[config.mk]
export PLATFORM = sky130hd
export DESIGN_NAME = prmc_top
export DESIGN_NICKNAME = d
export VERILOG_FILES = /design/src/prmc_pkg.sv /design/src/prmc_reset_seq.sv /design/src/prmc_top.sv
export SDC_FILE = /design/constraint.sdc
export NUM_CORES = 1
export LEC_CHECK = 0
export BUFFER_PORTS_ARGS = -buffer_cell sky130_fd_sc_hd__buf_2
export CAP_MARGIN = 10
export CORE_AREA = 3 3 217 219
export DETAILED_ROUTE_END_ITERATION = 8
export DIE_AREA = 0 0 220 222
export SYNTH_ARGS = -nofsm -noshare
export SYNTH_HDL_FRONTEND = slang
export SYNTH_SLANG_ARGS = --single-unit
export TNS_END_PERCENT = 10
[constraint.sdc]
create_clock -name sys_clk -period 3.65 [get_ports sys_clk]
set_input_delay 0.365 -clock sys_clk [delete_from_list [all_inputs] [get_ports sys_clk]]
set_output_delay 0.365 -clock sys_clk [all_outputs]
set_load 0.005 [all_outputs]
[src/prmc_pkg.sv]
// Shared constants and types of the pin, reset and mode control block
package prmc_pkg;
	// ------------------------------------------------------------
	// Clock rates and timing counts
	// ------------------------------------------------------------
	localparam int SYS_CLK_HZ        = 20_000_000;
	localparam int SELF_CLK_HZ       = 8_000_000;
	localparam int RST_DRIVE_CYCLES  = 34;
	localparam int RST_SAMPLE_CYCLES = 38;
	localparam int BDC_BIT_CYCLES    = 16;
	localparam int BDC_SAMPLE_AT     = 10;
	localparam int BDC_ONE_LOW       = 4;
	localparam int BDC_ZERO_LOW      = 13;
	localparam int GPIO_COUNT        = 55;
	localparam int KBI_LOW_PIN       = 4;
	localparam int OSC_OUT_DEFAULT   = 49;
	// ------------------------------------------------------------
	// Register byte offsets
	// ------------------------------------------------------------
	localparam logic [7:0] OFS_CAUSE   = 8'h00;
	localparam logic [7:0] OFS_MODE    = 8'h04;
	localparam logic [7:0] OFS_CLKCTL  = 8'h08;
	localparam logic [7:0] OFS_INTSTAT = 8'h0C;
	localparam logic [7:0] OFS_INTMASK = 8'h10;
	localparam logic [7:0] OFS_PINCTL  = 8'h14;
	localparam logic [7:0] OFS_DIR_LO  = 8'h18;
	localparam logic [7:0] OFS_DIR_HI  = 8'h1C;
	localparam logic [7:0] OFS_DAT_LO  = 8'h20;
	localparam logic [7:0] OFS_DAT_HI  = 8'h24;
	localparam logic [7:0] OFS_PULL_LO = 8'h28;
	localparam logic [7:0] OFS_PULL_HI = 8'h2C;
	localparam logic [7:0] OFS_BDC     = 8'h30;
	// ------------------------------------------------------------
	// Field positions and reset values
	// ------------------------------------------------------------
	localparam int CAUSE_LVD  = 1;
	localparam int CAUSE_ILAD = 3;
	localparam int CAUSE_ILOP = 4;
	localparam int CAUSE_COP  = 5;
	localparam int CAUSE_PIN  = 6;
	localparam int CAUSE_POR  = 7;
	localparam logic [7:0] CAUSE_RESET = 8'h80;
	localparam int INT_RST_DONE = 0;
	localparam int INT_MISMATCH = 1;
	localparam int INT_BDC_RX   = 2;
	localparam int INT_W        = 3;
	localparam int CLK_STOP_SELF = 0;
	localparam int CLK_EXT_CLOCK = 1;
	localparam int CLK_BDC_SELF  = 2;
	localparam int CLK_W         = 3;
	localparam int PIN_DBG_PORT = 0;
	localparam int PIN_DBG_DATA = 1;
	localparam int PIN_IRQ_EN   = 2;
	localparam int PIN_IRQ_RISE = 3;
	localparam int PIN_IRQ_PULL = 4;
	localparam int PIN_KBI_EN   = 5;
	localparam int PIN_KBI_RISE = 6;
	localparam int PIN_W        = 7;
	localparam logic [31:0] CTRL_RESET = 32'h00000000;
	// ------------------------------------------------------------
	// State types
	// ------------------------------------------------------------
	typedef enum logic [1:0] {
		RST_DRIVE  = 2'b00,
		RST_WAIT   = 2'b01,
		RST_SAMPLE = 2'b11,
		RST_RUN    = 2'b10
	} prmc_rst_state_t;
	typedef enum logic [1:0] {
		BDC_IDLE = 2'b00,
		BDC_TX   = 2'b01,
		BDC_RX   = 2'b11
	} prmc_bdc_state_t;
endpackage

[src/prmc_reset_seq.sv]
// Reset pin sequencer: drive low, release, resample, record the cause
module prmc_reset_seq
(
	input  wire logic       sys_clk,
	input  wire logic       reset_n,
	input  wire logic       selfTick,
	input  wire logic [3:0] internalReq,
	input  wire logic       resetPinIn,
	output logic            resetPinOut,
	output logic            resetPinOe,
	output logic            chipReset,
	output logic            causeLoad,
	output logic            pinMismatch,
	output logic [7:0]      causeValue
);
	import prmc_pkg::*;

	prmc_rst_state_t state;
	prmc_rst_state_t next_state;
	logic [5:0]      tickCount;
	logic [7:0]      next_cause;
	logic [7:0]      stateCycles;

	// Internal sources: bit 0 low voltage, 1 watchdog, 2 opcode, 3 address
	wire logic [7:0] reqCause = (8'h01 << CAUSE_LVD) & {8{internalReq[0]}}
		| (8'h01 << CAUSE_COP) & {8{internalReq[1]}}
		| (8'h01 << CAUSE_ILOP) & {8{internalReq[2]}}
		| (8'h01 << CAUSE_ILAD) & {8{internalReq[3]}};
	wire logic driveDone = selfTick
		&& tickCount == 6'(RST_DRIVE_CYCLES - 1);
	wire logic sampleDue = selfTick
		&& tickCount == 6'(RST_SAMPLE_CYCLES - 1);
	wire logic internalCause = |(causeValue
		& ~((8'h01 << CAUSE_PIN) | (8'h01 << CAUSE_POR)));

	assign resetPinOut = 1'b0;
	assign resetPinOe  = state == RST_DRIVE;
	assign chipReset   = state != RST_RUN;
	assign causeLoad   = state == RST_SAMPLE && resetPinIn;
	// An internal reset expects the pin back high; a low sample means a
	// holder outside, which then also counts as a pin reset.
	assign pinMismatch = state == RST_SAMPLE && !resetPinIn
		&& internalCause && !causeValue[CAUSE_PIN];

	always_comb
	begin
		next_state = state;
		next_cause = causeValue;
		case (state)
			RST_RUN:
				if (|internalReq)
				begin
					next_state = RST_DRIVE;
					next_cause = reqCause;
				end
				else if (!resetPinIn)
				begin
					next_state = RST_DRIVE;
					next_cause = 8'h01 << CAUSE_PIN;
				end
			RST_DRIVE:
				if (driveDone)
					next_state = RST_WAIT;
			RST_WAIT:
				if (sampleDue)
					next_state = RST_SAMPLE;
			RST_SAMPLE:
				if (resetPinIn)
					next_state = RST_RUN;
				else
					next_cause = causeValue | (8'h01 << CAUSE_PIN);
			default:
				next_state = RST_RUN;
		endcase
	end

	always_ff @(posedge sys_clk)
	begin
		if (!reset_n)
		begin
			state       <= RST_DRIVE;
			causeValue  <= CAUSE_RESET;
			tickCount   <= 6'h00;
			stateCycles <= 8'h00;
		end
		else
		begin
			state      <= next_state;
			causeValue <= next_cause;
			tickCount  <= (next_state != state) ? 6'h00
				: tickCount + 6'(selfTick);
			stateCycles <= (next_state != state) ? 8'h00
				: stateCycles + 8'(stateCycles != 8'hFF);
		end
	end

	chk_drive_length : assert property (
		@(posedge sys_clk) disable iff (!reset_n)
		state == RST_DRIVE && next_state == RST_WAIT
		|-> stateCycles >= 8'h51 && stateCycles <= 8'h56)
		else $error("reset pin drive length wrong");
	chk_resample_delay : assert property (
		@(posedge sys_clk) disable iff (!reset_n)
		state == RST_WAIT && next_state == RST_SAMPLE
		|-> stateCycles >= 8'h5B && stateCycles <= 8'h60)
		else $error("reset pin resample delay wrong");
	chk_release_high : assert property (
		@(posedge sys_clk) disable iff (!reset_n)
		$fell(chipReset) |-> $past(resetPinIn) && $past(causeLoad))
		else $error("reset released without a high pin sample");
endmodule

[src/prmc_top.sv]
// Pin, reset and mode control block with its register slave
//
// Operation
// - Any reset drives the reset pin low 34 self cycles, resamples 38 later.
// - After an internal reset the resampled reset pin must read high.
// - The reset cause is decoded and its flag set in the cause register.
// - The self-clock runs the device during reset startup.
// - Software may pick the self-clock for recovery from stop.
// - With an external clock the oscillator output pin becomes general I/O.
// - Debug pin selects mode during reset, then serves background debug.
// - A debug pin held high at reset release gives normal mode.
// - A debug pin held low at reset release gives active background mode.
// - Each debug link bit lasts 16 debug clock cycles.
// - The debug pin is pseudo open-drain with short driven-high speedup pulses.
// - As an ordinary port bit the debug pin is output only.
// - After reset all shared pins are inputs with pullups disabled.
// - A peripheral drives the output enable; direction bits pick data readback.
// - A pin's pull enable acts whenever the pin is an input, except the oscillator output pin in crystal mode.
// - Upper port A nibble under rising keyboard sense pulls down instead.
// - External interrupt pin on rising edges pulls down instead of up.
// - External interrupt pin on falling edges forces its pullup on.
module prmc_top
#(
	parameter int NUM_GPIO    = prmc_pkg::GPIO_COUNT,
	parameter int OSC_OUT_PIN = prmc_pkg::OSC_OUT_DEFAULT
)
(
	input  wire logic                sys_clk,
	input  wire logic                reset_n,
	input  wire logic                hsel,
	input  wire logic [31:0]         haddr,
	input  wire logic [1:0]          htrans,
	input  wire logic                hwrite,
	input  wire logic [2:0]          hsize,
	input  wire logic [31:0]         hwdata,
	input  wire logic                hready,
	output logic                     hreadyout,
	output logic [31:0]              hrdata,
	output logic                     hresp,
	output logic                     irq,
	input  wire logic [3:0]          internalResetReq,
	input  wire logic                resetPinIn,
	output logic                     resetPinOut,
	output logic                     resetPinOe,
	output logic                     chipReset,
	input  wire logic                stopRecovery,
	output logic                     selfClockSelect,
	output logic                     oscOutIsGpio,
	input  wire logic                dbgPinIn,
	output logic                     dbgPinOut,
	output logic                     dbgPinOe,
	output logic                     backgroundMode,
	input  wire logic [NUM_GPIO-1:0] gpioIn,
	output logic [NUM_GPIO-1:0]      gpioOut,
	output logic [NUM_GPIO-1:0]      gpioOe,
	output logic [NUM_GPIO-1:0]      gpioPullUp,
	output logic [NUM_GPIO-1:0]      gpioPullDown,
	input  wire logic [NUM_GPIO-1:0] periphOwn,
	input  wire logic [NUM_GPIO-1:0] periphOe,
	input  wire logic [NUM_GPIO-1:0] periphOut,
	output logic                     irqPinPullUp,
	output logic                     irqPinPullDown
);
	import prmc_pkg::*;

	if (NUM_GPIO < 33 || NUM_GPIO > 64)
		$error("NUM_GPIO must lie between 33 and 64");
	if (OSC_OUT_PIN < KBI_LOW_PIN + 4 || OSC_OUT_PIN >= NUM_GPIO)
		$error("OSC_OUT_PIN outside the shared pin range");

	// ------------------------------------------------------------
	// Helpers for split pin registers
	// ------------------------------------------------------------
	function automatic logic [63:0] widen(input logic [NUM_GPIO-1:0] v);
		widen = 64'(v);
	endfunction

	function automatic logic [NUM_GPIO-1:0] merge(
		input logic [NUM_GPIO-1:0] old,
		input logic                upper,
		input logic [31:0]         d);
		logic [63:0] t;
		t = widen(old);
		if (upper)
			t[63:32] = d;
		else
			t[31:0] = d;
		merge = t[NUM_GPIO-1:0];
	endfunction

	// ------------------------------------------------------------
	// Self-clock enable
	// ------------------------------------------------------------
	// Fractional divider: the enable averages the self-clock rate, so
	// single intervals jitter by one system cycle.
	logic [24:0] phase;
	wire logic [25:0] phaseSum = 26'(phase) + 26'(SELF_CLK_HZ);
	wire logic selfTick = phaseSum >= 26'(SYS_CLK_HZ);

	always_ff @(posedge sys_clk)
	begin
		if (!reset_n)
			phase <= 25'h0000000;
		else
			phase <= selfTick ? 25'(phaseSum - 26'(SYS_CLK_HZ))
				: phaseSum[24:0];
	end

	// ------------------------------------------------------------
	// Reset sequencer
	// ------------------------------------------------------------
	logic       causeLoad;
	logic       pinMismatch;
	logic [7:0] causeValue;

	prmc_reset_seq u_reset_seq (
		.sys_clk     (sys_clk),
		.reset_n     (reset_n),
		.selfTick    (selfTick),
		.internalReq (internalResetReq),
		.resetPinIn  (resetPinIn),
		.resetPinOut (resetPinOut),
		.resetPinOe  (resetPinOe),
		.chipReset   (chipReset),
		.causeLoad   (causeLoad),
		.pinMismatch (pinMismatch),
		.causeValue  (causeValue)
	);

	// ------------------------------------------------------------
	// Register bus slave
	// ------------------------------------------------------------
	logic                wrPending;
	logic [7:0]          wrAddr;
	logic [CLK_W-1:0]    clkCtl;
	logic [PIN_W-1:0]    pinCtl;
	logic [INT_W-1:0]    intStatus;
	logic [INT_W-1:0]    intMask;
	logic [NUM_GPIO-1:0] dir;
	logic [NUM_GPIO-1:0] portData;
	logic [NUM_GPIO-1:0] pullEn;
	logic                rxBit;
	logic                bdcBusy;

	wire logic addrPhase = hsel && hready && htrans[1];
	wire logic ctrlClear = !reset_n || chipReset;
	wire logic wrClk  = wrPending && wrAddr == OFS_CLKCTL;
	wire logic wrStat = wrPending && wrAddr == OFS_INTSTAT;
	wire logic wrMask = wrPending && wrAddr == OFS_INTMASK;
	wire logic wrPin  = wrPending && wrAddr == OFS_PINCTL;
	wire logic wrDir  = wrPending
		&& (wrAddr == OFS_DIR_LO || wrAddr == OFS_DIR_HI);
	wire logic wrDat  = wrPending
		&& (wrAddr == OFS_DAT_LO || wrAddr == OFS_DAT_HI);
	wire logic wrPull = wrPending
		&& (wrAddr == OFS_PULL_LO || wrAddr == OFS_PULL_HI);
	wire logic wrBdc  = wrPending && wrAddr == OFS_BDC;
	wire logic wrUpper = wrAddr[2];

	wire logic [63:0] dirWide  = widen(dir);
	wire logic [63:0] datWide  = widen(portData);
	wire logic [63:0] pullWide = widen(pullEn);
	// Direction set: the latch; clear: the pin, even if a peripheral owns it
	wire logic [NUM_GPIO-1:0] readBack = (dir & portData)
		| (~dir & gpioIn);
	wire logic [63:0] readWide = widen(readBack);
	wire logic [7:0] rdAddr = haddr[7:0];
	wire logic [31:0] rdMux =
		rdAddr == OFS_CAUSE   ? {24'h000000, causeValue} :
		rdAddr == OFS_MODE    ? {29'h00000000, oscOutIsGpio,
		                         selfClockSelect, backgroundMode} :
		rdAddr == OFS_CLKCTL  ? 32'(clkCtl) :
		rdAddr == OFS_INTSTAT ? 32'(intStatus) :
		rdAddr == OFS_INTMASK ? 32'(intMask) :
		rdAddr == OFS_PINCTL  ? 32'(pinCtl) :
		rdAddr == OFS_DIR_LO  ? dirWide[31:0] :
		rdAddr == OFS_DIR_HI  ? dirWide[63:32] :
		rdAddr == OFS_DAT_LO  ? readWide[31:0] :
		rdAddr == OFS_DAT_HI  ? readWide[63:32] :
		rdAddr == OFS_PULL_LO ? pullWide[31:0] :
		rdAddr == OFS_PULL_HI ? pullWide[63:32] :
		rdAddr == OFS_BDC     ? {30'h00000000, rxBit, bdcBusy} :
		32'h00000000;

	assign hreadyout = 1'b1;
	assign hresp     = 1'b0;

	always_ff @(posedge sys_clk)
	begin
		if (!reset_n)
		begin
			wrPending <= 1'b0;
			wrAddr    <= 8'h00;
			hrdata    <= 32'h00000000;
		end
		else
		begin
			// Only whole-word writes take effect
			wrPending <= addrPhase && hwrite && hsize == 3'h2
				&& haddr[31:8] == 24'h000000;
			wrAddr    <= rdAddr;
			hrdata    <= (addrPhase && !hwrite
				&& haddr[31:8] == 24'h000000) ? rdMux : 32'h00000000;
		end
	end

	// Control registers return to their defaults on every chip reset
	always_ff @(posedge sys_clk)
	begin
		if (ctrlClear)
		begin
			clkCtl   <= CLK_W'(CTRL_RESET);
			pinCtl   <= PIN_W'(CTRL_RESET);
			dir      <= NUM_GPIO'(CTRL_RESET);
			portData <= NUM_GPIO'(CTRL_RESET);
			pullEn   <= NUM_GPIO'(CTRL_RESET);
		end
		else
		begin
			if (wrClk)
				clkCtl <= hwdata[CLK_W-1:0];
			if (wrPin)
				pinCtl <= hwdata[PIN_W-1:0];
			if (wrDir)
				dir <= merge(dir, wrUpper, hwdata);
			if (wrDat)
				portData <= merge(portData, wrUpper, hwdata);
			if (wrPull)
				pullEn <= merge(pullEn, wrUpper, hwdata);
		end
	end

	// ------------------------------------------------------------
	// Interrupts
	// ------------------------------------------------------------
	logic bdcRxDone;
	wire logic [INT_W-1:0] intEvents = {bdcRxDone, pinMismatch, causeLoad};
	wire logic [INT_W-1:0] intClear = wrStat ? hwdata[INT_W-1:0]
		: INT_W'(CTRL_RESET);
	// A new event outranks a clear landing in the same cycle
	wire logic [INT_W-1:0] next_intStatus = (intStatus & ~intClear)
		| intEvents;

	assign irq = |(intStatus & intMask);

	always_ff @(posedge sys_clk)
	begin
		if (!reset_n)
		begin
			intStatus <= INT_W'(CTRL_RESET);
			intMask   <= INT_W'(CTRL_RESET);
		end
		else
		begin
			intStatus <= next_intStatus;
			if (wrMask)
				intMask <= hwdata[INT_W-1:0];
		end
	end

	// ------------------------------------------------------------
	// Clock source and mode select
	// ------------------------------------------------------------
	assign selfClockSelect = chipReset
		|| (stopRecovery && clkCtl[CLK_STOP_SELF]);
	assign oscOutIsGpio = clkCtl[CLK_EXT_CLOCK];

	// The level is followed while in reset and freezes at release
	always_ff @(posedge sys_clk)
	begin
		if (!reset_n)
			backgroundMode <= 1'b0;
		else if (chipReset)
			backgroundMode <= !dbgPinIn;
	end

	// ------------------------------------------------------------
	// Background debug bit timing
	// ------------------------------------------------------------
	prmc_bdc_state_t bdcState;
	prmc_bdc_state_t next_bdcState;
	logic [3:0]      bdcCount;
	logic            txBit;
	logic            dbgPrev;

	wire logic dbgPortMode = !chipReset && pinCtl[PIN_DBG_PORT]
		&& !backgroundMode;
	wire logic bdcOwnsPin = !chipReset && !dbgPortMode;
	wire logic bdcTick = clkCtl[CLK_BDC_SELF] ? selfTick : 1'b1;
	wire logic bdcLast = bdcTick
		&& bdcCount == 4'(BDC_BIT_CYCLES - 1);
	wire logic [3:0] lowLen = txBit ? 4'(BDC_ONE_LOW) : 4'(BDC_ZERO_LOW);
	wire logic bdcTxing = bdcState == BDC_TX;
	wire logic bdcDriveLow = bdcTxing && bdcCount < lowLen;
	// One debug clock of active high sharpens the rising edge
	wire logic bdcSpeedup = bdcTxing && bdcCount == lowLen;
	wire logic hostFall = dbgPrev && !dbgPinIn;
	wire logic txStart = wrBdc && bdcState == BDC_IDLE && bdcOwnsPin;

	assign bdcBusy   = bdcState != BDC_IDLE;
	assign bdcRxDone = bdcState == BDC_RX && bdcLast;
	assign dbgPinOe  = !chipReset
		&& (dbgPortMode || bdcDriveLow || bdcSpeedup);
	assign dbgPinOut = dbgPortMode ? pinCtl[PIN_DBG_DATA] : bdcSpeedup;

	always_comb
	begin
		next_bdcState = bdcState;
		case (bdcState)
			BDC_IDLE:
				if (txStart)
					next_bdcState = BDC_TX;
				else if (hostFall && bdcOwnsPin)
					next_bdcState = BDC_RX;
			BDC_TX, BDC_RX:
				if (bdcLast)
					next_bdcState = BDC_IDLE;
			default:
				next_bdcState = BDC_IDLE;
		endcase
	end

	always_ff @(posedge sys_clk)
	begin
		if (ctrlClear)
		begin
			bdcState <= BDC_IDLE;
			bdcCount <= 4'h0;
			txBit    <= 1'b0;
			rxBit    <= 1'b0;
			dbgPrev  <= 1'b1;
		end
		else
		begin
			bdcState <= next_bdcState;
			bdcCount <= (next_bdcState != bdcState) ? 4'h0
				: bdcCount + 4'(bdcTick);
			dbgPrev  <= dbgPinIn;
			if (txStart)
				txBit <= hwdata[0];
			if (bdcState == BDC_RX && bdcTick
				&& bdcCount == 4'(BDC_SAMPLE_AT))
				rxBit <= dbgPinIn;
		end
	end

	// ------------------------------------------------------------
	// Shared pins, pulls and the external interrupt pin
	// ------------------------------------------------------------
	// Crystal mode leaves the oscillator output pin to the oscillator
	wire logic [NUM_GPIO-1:0] oscBlock = clkCtl[CLK_EXT_CLOCK]
		? NUM_GPIO'(0) : NUM_GPIO'(1) << OSC_OUT_PIN;
	wire logic [NUM_GPIO-1:0] pinDrive = (periphOwn & periphOe)
		| (~periphOwn & dir);
	wire logic [NUM_GPIO-1:0] pullActive = pullEn & ~pinDrive
		& ~oscBlock;
	wire logic [NUM_GPIO-1:0] kbiDown =
		(pinCtl[PIN_KBI_EN] && pinCtl[PIN_KBI_RISE])
		? NUM_GPIO'(4'hF) << KBI_LOW_PIN : NUM_GPIO'(0);

	assign gpioOe = pinDrive & ~oscBlock;
	assign gpioOut = (periphOwn & periphOut) | (~periphOwn & portData);
	assign gpioPullUp = pullActive & ~kbiDown;
	assign gpioPullDown = pullActive & kbiDown;
	assign irqPinPullUp = pinCtl[PIN_IRQ_EN]
		&& !pinCtl[PIN_IRQ_RISE];
	assign irqPinPullDown = pinCtl[PIN_IRQ_EN] && pinCtl[PIN_IRQ_RISE]
		&& pinCtl[PIN_IRQ_PULL];

	// ------------------------------------------------------------
	// Checks
	// ------------------------------------------------------------
	chk_mode_capture : assert property (
		@(posedge sys_clk) disable iff (!reset_n)
		$fell(chipReset) |-> backgroundMode == !$past(dbgPinIn))
		else $error("mode not taken from debug pin at release");
	chk_debug_reset_input : assert property (
		@(posedge sys_clk) disable iff (!reset_n)
		chipReset |-> !dbgPinOe ##1 (chipReset || !bdcBusy))
		else $error("debug pin driven while in reset");
	chk_port_output : assert property (
		@(posedge sys_clk) disable iff (!reset_n)
		!chipReset && pinCtl[PIN_DBG_PORT] && !backgroundMode
		|-> dbgPinOe && dbgPinOut == pinCtl[PIN_DBG_DATA] && !bdcBusy)
		else $error("debug port bit not output only");
	chk_bit_time : assert property (
		@(posedge sys_clk) disable iff (ctrlClear)
		$rose(bdcBusy) && !clkCtl[CLK_BDC_SELF]
		|-> bdcBusy[*8] ##1 bdcBusy[*8] ##1 !bdcBusy)
		else $error("debug bit time not 16 cycles");
	chk_speedup_pulse : assert property (
		@(posedge sys_clk) disable iff (ctrlClear)
		$rose(bdcTxing) && txBit && !clkCtl[CLK_BDC_SELF]
		|-> (dbgPinOe && !dbgPinOut)[*4] ##1 (dbgPinOe && dbgPinOut)
		##1 !dbgPinOe)
		else $error("one bit lacks low time or speedup pulse");
	chk_pins_after_reset : assert property (
		@(posedge sys_clk) disable iff (!reset_n)
		$fell(chipReset) |-> dir == '0 && pullEn == '0
		&& (gpioPullUp | gpioPullDown) == '0)
		else $error("pins not inputs without pulls after reset");
	chk_pull_input_only : assert property (
		@(posedge sys_clk) disable iff (!reset_n)
		((gpioPullUp | gpioPullDown) & gpioOe) == '0)
		else $error("pull device active on a driven pin");
	chk_kbi_pulldown : assert property (
		@(posedge sys_clk) disable iff (!reset_n)
		pinCtl[PIN_KBI_EN] && pinCtl[PIN_KBI_RISE]
		|-> gpioPullUp[KBI_LOW_PIN+3:KBI_LOW_PIN] == 4'h0)
		else $error("pullup on rising keyboard pin");
	chk_irq_pull : assert property (
		@(posedge sys_clk) disable iff (!reset_n)
		pinCtl[PIN_IRQ_EN] |-> irqPinPullUp != pinCtl[PIN_IRQ_RISE]
		&& !(irqPinPullUp && irqPinPullDown))
		else $error("interrupt pin pull direction wrong");
endmodule

==> results of run 1 <==
[cell type report]
cell class              instances  share of cell area
inverters                      76              0.0160
clock buffers                  46              0.0489
diodes                         10             0.00140
flip-flops and latches        263               0.295
repair buffers                533               0.154
well taps                     600              0.0421
clock inverters                11              0.0102
multi-input cells            1345               0.432
[worst max-delay path by stage]
stage,endpoint,slack (ns),depth (start not counted)
finish,u_reset_seq.tickCount[4]$_SDFF_PP0_,0.35,13
global route,u_reset_seq.tickCount[4]$_SDFF_PP0_,0.09,13
CTS,u_reset_seq.tickCount[4]$_SDFF_PP0_,0.35,13
detailed placement,u_reset_seq.tickCount[4]$_SDFF_PP0_,0.35,13
global placement,u_reset_seq.tickCount[5]$_SDFF_PP0_,0.42,13
floorplan,u_reset_seq.tickCount[5]$_SDFF_PP0_,0.54,15
[cell usage in the layout (no fill, tap or decap), drive strengths merged, types with 4 or more instances in the layout]
master / count
buf: 533
nand2: 408
a21oi: 274
dfxtp: 263
nor2: 140
mux2: 107
inv: 75
conb: 54
mux2i: 53
clkbuf: 46
o21ai: 31
nand3: 24
nor3: 18
o22ai: 18
xor2: 15
nand2b: 15
and2: 15
xnor2: 14
and3: 13
a22oi: 13
a31oi: 12
a211oi: 11
a222oi: 11
ha: 11
diode: 10
nor2b: 8
nor4: 7
a221oi: 7
nand4: 6
or2: 6
clkinv: 6
o21a: 5
bufinv: 5
nor4b: 4
[metrics by stage]
step                      area (um2)  utilization  power (W)  setup slack [ns]
after floorplan                13900            -    0.00413             0.542
after global routing           17800        0.394    0.00814            0.0895
final                          17800        0.394    0.00780             0.348
after CTS                      17800        0.393    0.00785             0.347
after detailed placement       16800        0.370    0.00458             0.349
after global placement         16800        0.370    0.00457             0.423
[sequential cells by signal, summed over array words and instances, names as in the netlist, 3 cells and up]
| name | flops |
|---|---|
| bdcCount | 4 |
| clkCtl | 3 |
| dir | 55 |
| hrdata | 32 |
| intMask | 3 |
| intStatus | 3 |
| phase | 17 |
| pinCtl | 7 |
| portData | 55 |
| pullEn | 55 |
| u_reset_seq.causeValue | 6 |
| u_reset_seq.tickCount | 6 |
| wrAddr | 8 |
[cell families (layout without fill, tap and decap cells)]
family,Yosys count,after routing,share of synthesized area
muxes,160,160,0.126
buffers and inverters,218,666,0.0755
xor gates and xnor gates,29,29,0.0190
and+or+nand+nor,679,679,0.209
DFF,263,263,0.383
adders and majority gates,11,11,0.0100
AOI/OAI and AO/OA,412,412,0.176
other,2,64,0.000547
[metal layers]
metal / vias to the layer above / track usage / part of all wire
li1: 6936 / - / -
met1: 6939 / 0.302 / 0.41
met2: 687 / 0.402 / 0.48
met3: 105 / 0.0452 / 0.081
met4: 8 / 0.0837 / 0.034
met5: - / 0 / 0.00076
[power by group through the flow]
stage          combinational (W)  sequential, W  clock [W]
2_1_floorplan            0.00101        0.00311          0
3_3_place_gp             0.00142        0.00315          0
3_5_place_dp             0.00143        0.00315          0
4_1_cts                  0.00144        0.00309    0.00332
5_1_grt                  0.00160        0.00311    0.00343
6_report                 0.00144        0.00310    0.00327
[worst register-to-register path, delay by kind of cell, from the launching register on]
family                   cells  cell delay (ns)
AND/OR/NAND/NOR              4             0.58
flip-flops                   1             0.38
XOR/XNOR                     2             0.53
buffers and inverters        1             0.06
AO/OA/AOI/OAI                3             0.96
adder cells (fa/ha/maj)      3             0.69
==> results.py, run 1 <==
metrics = {
    "cts": {
        "root_buffer": "clkbuf_16",
        "cts_max_level": 1,
        "cts-hold-fix-buffers": 0,
        "post_cts_buffers": 0,
        "clkLatencyLatePin_ns": 0.57,
        "ctsResizeCount": 0,
        "clock-sinks": 263,
        "path_clk_slew_ns": 0.06,
        "cts_tree": "yes",
        "cts_max_path_buffers": 3,
        "cts_made_buffers": 31,
    },
    "worst_hold_path": {
        "min_path_cells": 2,
        "holdPathEnd": "wrAddr[0]$_SDFF_PN0_",
        "worstHoldStart": "haddr[0]",
        "min_path_type": "in2reg",
    },
    "pwr": {
        "p_seq_frac": 0.397,
        "p_sw_w": 0.00221,
        "switching_share": 0.283,
        "p_leak_nw": 7.12,
        "p_comb_frac": 0.185,
        "ir_drop_v": 0.000300,
        "power_density_nw_per_um2": 437,
        "p_int_w": 0.00559,
        "clock_power_share": 0.419,
    },
    "synthesis": {
        "synth_common_cells": "nand2_1, a21oi_1, dfxtp_1, nor2_1, mux2_2",
        "yosys-top-cells-area": "dfxtp_1, nand2_1, a21oi_1",
        "yosys_warnings": 0,
        "ys_seq_area_frac": 0.383,
        "avgSynthCellArea_um2": 7.74,
        "synth_edf_count": 0,
        "ys.flop_type": "dfxtp_1",
        "synth_area_leader_cell": "dfxtp_1",
        "synth-seq-cells": 263,
        "async_flop_share": 0,
        "synth_area_um2": 13700,
        "synth.distinct_cells": 68,
        "syn-instance-count": 1774,
        "post-synth-top-count-cell": "nand2_1",
        "synth_top_area_frac": 0.383,
    },
    "cells_and_area": {
        "fillers": 4752,
        "multi_input_area_um2": 7710,
        "ff_latch_area_um2": 5270,
        "layout.nets": 2562,
        "stdcell_count": 2884,
        "syn2layout_area_growth_pct": 29.9,
        "layout-drive-gt1-share": 0.317,
    },
    "status": {
        "status": "finished clean",
    },
    "timing": {
        "fin_skew_ns": 0.0110,
        "finalCritPeriodShare": 0.905,
        "fin_crit_ns": 3.30,
        "drv_slew": 0,
        "hold_viol": 0,
        "setup_violations": 0,
        "rsz0062_at_grt": "false",
        "relSlewSlack": 0.247,
        "tns_ns": 0,
        "tightest_slew_ns": 1.13,
        "fmax_mhz": 303,
        "whs_ns": 0.0266,
    },
    "global_routing": {
        "antenna_found_initial": 18,
        "grt_pass1_wl_mm": 88.5,
        "grt_max_degree": 90,
        "track_usage": 0.238,
        "grt_pass1_vias": 14100,
        "overflow": 0,
    },
    "critical_path": {
        "worst-setup-path-type": "reg2reg",
        "crit_path_start_kind": "flip-flop",
        "r2r_start": "phase[9]$_SDFF_PN0_",
        "cp_cell_sequence": "ha_1, a21oi_2, nor2_1, xnor2_1, a31oi_2, o311ai_4, and2_1, inv_2, ha_1, ha_1, nand3_1, xor2_1, nor2_1",
        "path_max_fanout": 7,
        "required_ns": 4.10,
        "crit_buf_inv": 1,
        "cp.arrival_ns": 3.76,
        "cpMostUsedCell": "ha_1",
        "crit_start": "phase[9]$_SDFF_PN0_",
        "crit_slowest_cell": "o311ai_4",
        "reg2reg_slack_ns": 0.35,
        "max_stage_delay_ns": 0.44,
        "r2r_end": "u_reset_seq.tickCount[4]$_SDFF_PP0_",
        "critical_path.top_delay_family": "compound AO/OA/AOI/OAI gates",
        "reg2regPathDepth": 13,
        "end_kind": "flip-flop",
    },
    "detailed_routing": {
        "wirelength_mm": 61.7,
        "drc": 0,
        "first_iter_violations": 1168,
        "route.vias.total": 14700,
        "ant_nets": 0,
        "wl_per_cell_um": 21.4,
        "dr.pass1.iters": 6,
        "vias_per_cell": 5.09,
    },
    "job": {
        "maxCapViolCount": 0,
    },
    "floorplanning": {
        "rows": 78,
        "core_um2": 45300,
        "dieWidth_um": 220,
        "die_h_um": 222,
        "dieArea_um2": 48800,
        "num_io_pins": 566,
        "start_util": 0.303,
    },
    "place": {
        "dpl.cell_count": 2817,
        "io_buffer_count": 510,
        "hpwl_mm": 45.7,
        "gp_congestion": 0.905,
    },
}
Note: power is estimated with default switching activity, not from simulation.
==> run 2, diff against run 1 <==
- PLACE_DENSITY: default -> 0.59
- TNS_END_PERCENT: 10 -> default
==> run 2 against run 1 <==
Effect of this change:
- first-iteration DRC count increased by 5.7%
- combinational power hardly changed
- highest routed layer is now met4
- critical path depth did not move
- largest cell class unchanged
- sequential cell count unchanged
- register-to-register slack better by 0.11 ns
==> results.py, run 2 (synthesis gave the netlist of run 1 again) <==
metrics = {
    "floorplanning": {
        "start_util": 0.303,
        "core_um2": 45300,
        "die_h_um": 222,
        "num_io_pins": 566,
        "rows": 78,
        "dieArea_um2": 48800,
        "dieWidth_um": 220,
    },
    "timing": {
        "fin_crit_ns": 3.19,
        "hold_viol": 0,
        "setup_violations": 0,
        "fmax_mhz": 314,
        "relSlewSlack": 0.212,
        "tns_ns": 0,
        "tightest_slew_ns": 1.18,
        "rsz0062_at_grt": "false",
        "finalCritPeriodShare": 0.873,
        "drv_slew": 0,
        "fin_skew_ns": 0.00940,
    },
    "place": {
        "place_area_um2": 16800,
        "gp_congestion": 0.930,
        "io_buffer_count": 510,
        "hpwl_mm": 45.5,
    },
    "cts": {
        "clkLatencyLatePin_ns": 0.57,
        "clock-sinks": 263,
        "cts_tree": "yes",
        "cts_max_path_buffers": 3,
        "root_buffer": "clkbuf_16",
        "path_clk_slew_ns": 0.06,
        "cts_made_buffers": 30,
        "post_cts_buffers": 0,
        "cts_max_level": 1,
    },
    "detailed_routing": {
        "route.vias.total": 14800,
        "ant_nets": 0,
        "drc": 0,
        "first_iter_violations": 1234,
        "wirelength_mm": 61.8,
        "vias_per_cell": 5.12,
        "wl_per_cell_um": 21.4,
        "dr.pass1.iters": 7,
    },
    "status": {
        "status": "finished clean",
    },
    "global_routing": {
        "grt_max_degree": 179,
        "track_usage": 0.238,
        "antenna_found_initial": 13,
        "overflow": 0,
        "grt_pass1_vias": 14000,
        "grt_pass1_wl_mm": 88.5,
    },
    "worst_hold_path": {
        "min_path_type": "in2reg",
        "holdPathEnd": "wrAddr[0]$_SDFF_PN0_",
        "worstHoldStart": "haddr[0]",
        "min_path_cells": 2,
    },
    "critical_path": {
        "reg2reg_slack_ns": 0.46,
        "max_stage_delay_ns": 0.38,
        "required_ns": 4.11,
        "crit_path_start_kind": "flip-flop",
        "critical_path.top_delay_family": "compound AO/OA/AOI/OAI gates",
        "crit_slowest_cell": "dfxtp_1",
        "end_kind": "flip-flop",
        "worst-setup-path-type": "reg2reg",
        "r2r_start": "phase[9]$_SDFF_PN0_",
        "reg2regPathDepth": 13,
        "cp_cell_sequence": "ha_1, a21oi_2, nor2_1, xnor2_1, a31oi_2, o311ai_4, and2_1, inv_2, ha_1, ha_1, nand3_1, xor2_1, nor2_1",
        "path_max_fanout": 7,
        "cp.arrival_ns": 3.65,
        "r2r_end": "u_reset_seq.tickCount[4]$_SDFF_PP0_",
        "cpMostUsedCell": "ha_1",
        "crit_buf_inv": 1,
    },
    "pwr": {
        "p_leak_nw": 7.15,
        "power_density_nw_per_um2": 432,
        "total_power_w": 0.00772,
        "ir_drop_v": 0.000309,
    },
    "cells_and_area": {
        "layout-drive-gt1-share": 0.318,
        "reg_top3": "dir x55, portData x55, pullEn x55",
        "final_common_cell": "buf_2",
        "fin_area_um2": 17900,
        "layout.nets": 2567,
        "syn2layout_area_growth_pct": 30.0,
        "fillers": 4780,
        "final_cell_mix": "buf_2, nand2_1, a21oi_1, dfxtp_1, nor2_1",
    },
    "job": {
        "maxCapViolCount": 0,
    },
}
[run 2: changes by cell type in the layout (fill, tap and decap cells not counted), sizes merged]
cell / before / now
clkbuf: 46 / 45
inv: 75 / 76
dlygate4sd3: 0 / 1
bufinv: 5 / 3
buf: 533 / 538
clkinvlp: 1 / 2
clkinv: 6 / 4
[run 2: per-stage QoR]
stage / hold WS (ns) / worst slack [ns] / std cells / util
5_1_grt: 0.0271 / 0.187 / 2886 / 0.394
4_1_cts: 0.00185 / 0.432 / 2877 / 0.394
3_3_place_gp: 0.438 / 0.458 / 2822 / 0.371
3_5_place_dp: 0.441 / 0.446 / 2822 / 0.371
6_report: 0.0302 / 0.463 / 2887 / 0.394
2_1_floorplan: 0.423 / 0.542 / 1826 / -
[run 2: cell type report]
| type | instances | area (um2) | share of cell area |
|---|---|---|---|
| Antenna cell | 10 | 25.0 | 0.00140 |
| Clock buffer | 45 | 908 | 0.0509 |
| Clock inverter | 9 | 129 | 0.00722 |
| Inverter | 76 | 285 | 0.0160 |
| Multi-Input combinational cell | 1345 | 7690 | 0.431 |
| Sequential cell | 263 | 5270 | 0.295 |
| Tap cell | 600 | 751 | 0.0420 |
| Timing Repair Buffer | 539 | 2800 | 0.157 |
[run 2: how the worst max path moves through the flow]
stage	endpoint	start	slack (ns)	cells after the start
2_1_floorplan	u_reset_seq.tickCount[5]$_SDFF_PP0_	phase[9]$_SDFF_PN0_	0.54	15
3_3_place_gp	u_reset_seq.tickCount[5]$_SDFF_PP0_	phase[9]$_SDFF_PN0_	0.46	13
3_5_place_dp	u_reset_seq.tickCount[5]$_SDFF_PP0_	phase[9]$_SDFF_PN0_	0.45	13
4_1_cts	u_reset_seq.tickCount[5]$_SDFF_PP0_	phase[9]$_SDFF_PN0_	0.43	13
5_1_grt	u_reset_seq.tickCount[5]$_SDFF_PP0_	phase[9]$_SDFF_PN0_	0.19	13
6_report	u_reset_seq.tickCount[4]$_SDFF_PP0_	phase[9]$_SDFF_PN0_	0.46	13
[run 2: power breakdown]
part	switching, W	internal (W)
combinational	0.000802	0.000644
clock	0.00125	0.00192
sequential	0.000136	0.00296
total	0.00219	0.00553
[run 2: metal layers]
metal,share of wire,global-route usage,vias up
li1,-,-,6948
met3,0.082,0.0447,110
met5,0,0,-
met1,0.41,0.302,7028
met4,0.033,0.0804,0
met2,0.47,0.403,692
[run 2: what timing repair did]
| item | in CTS | in global routing |
|---|---|---|
| resized for setup | 0 | 0 |
| hold buffers | 1 | 0 |
| hold endpoints to repair | 1 | 0 |
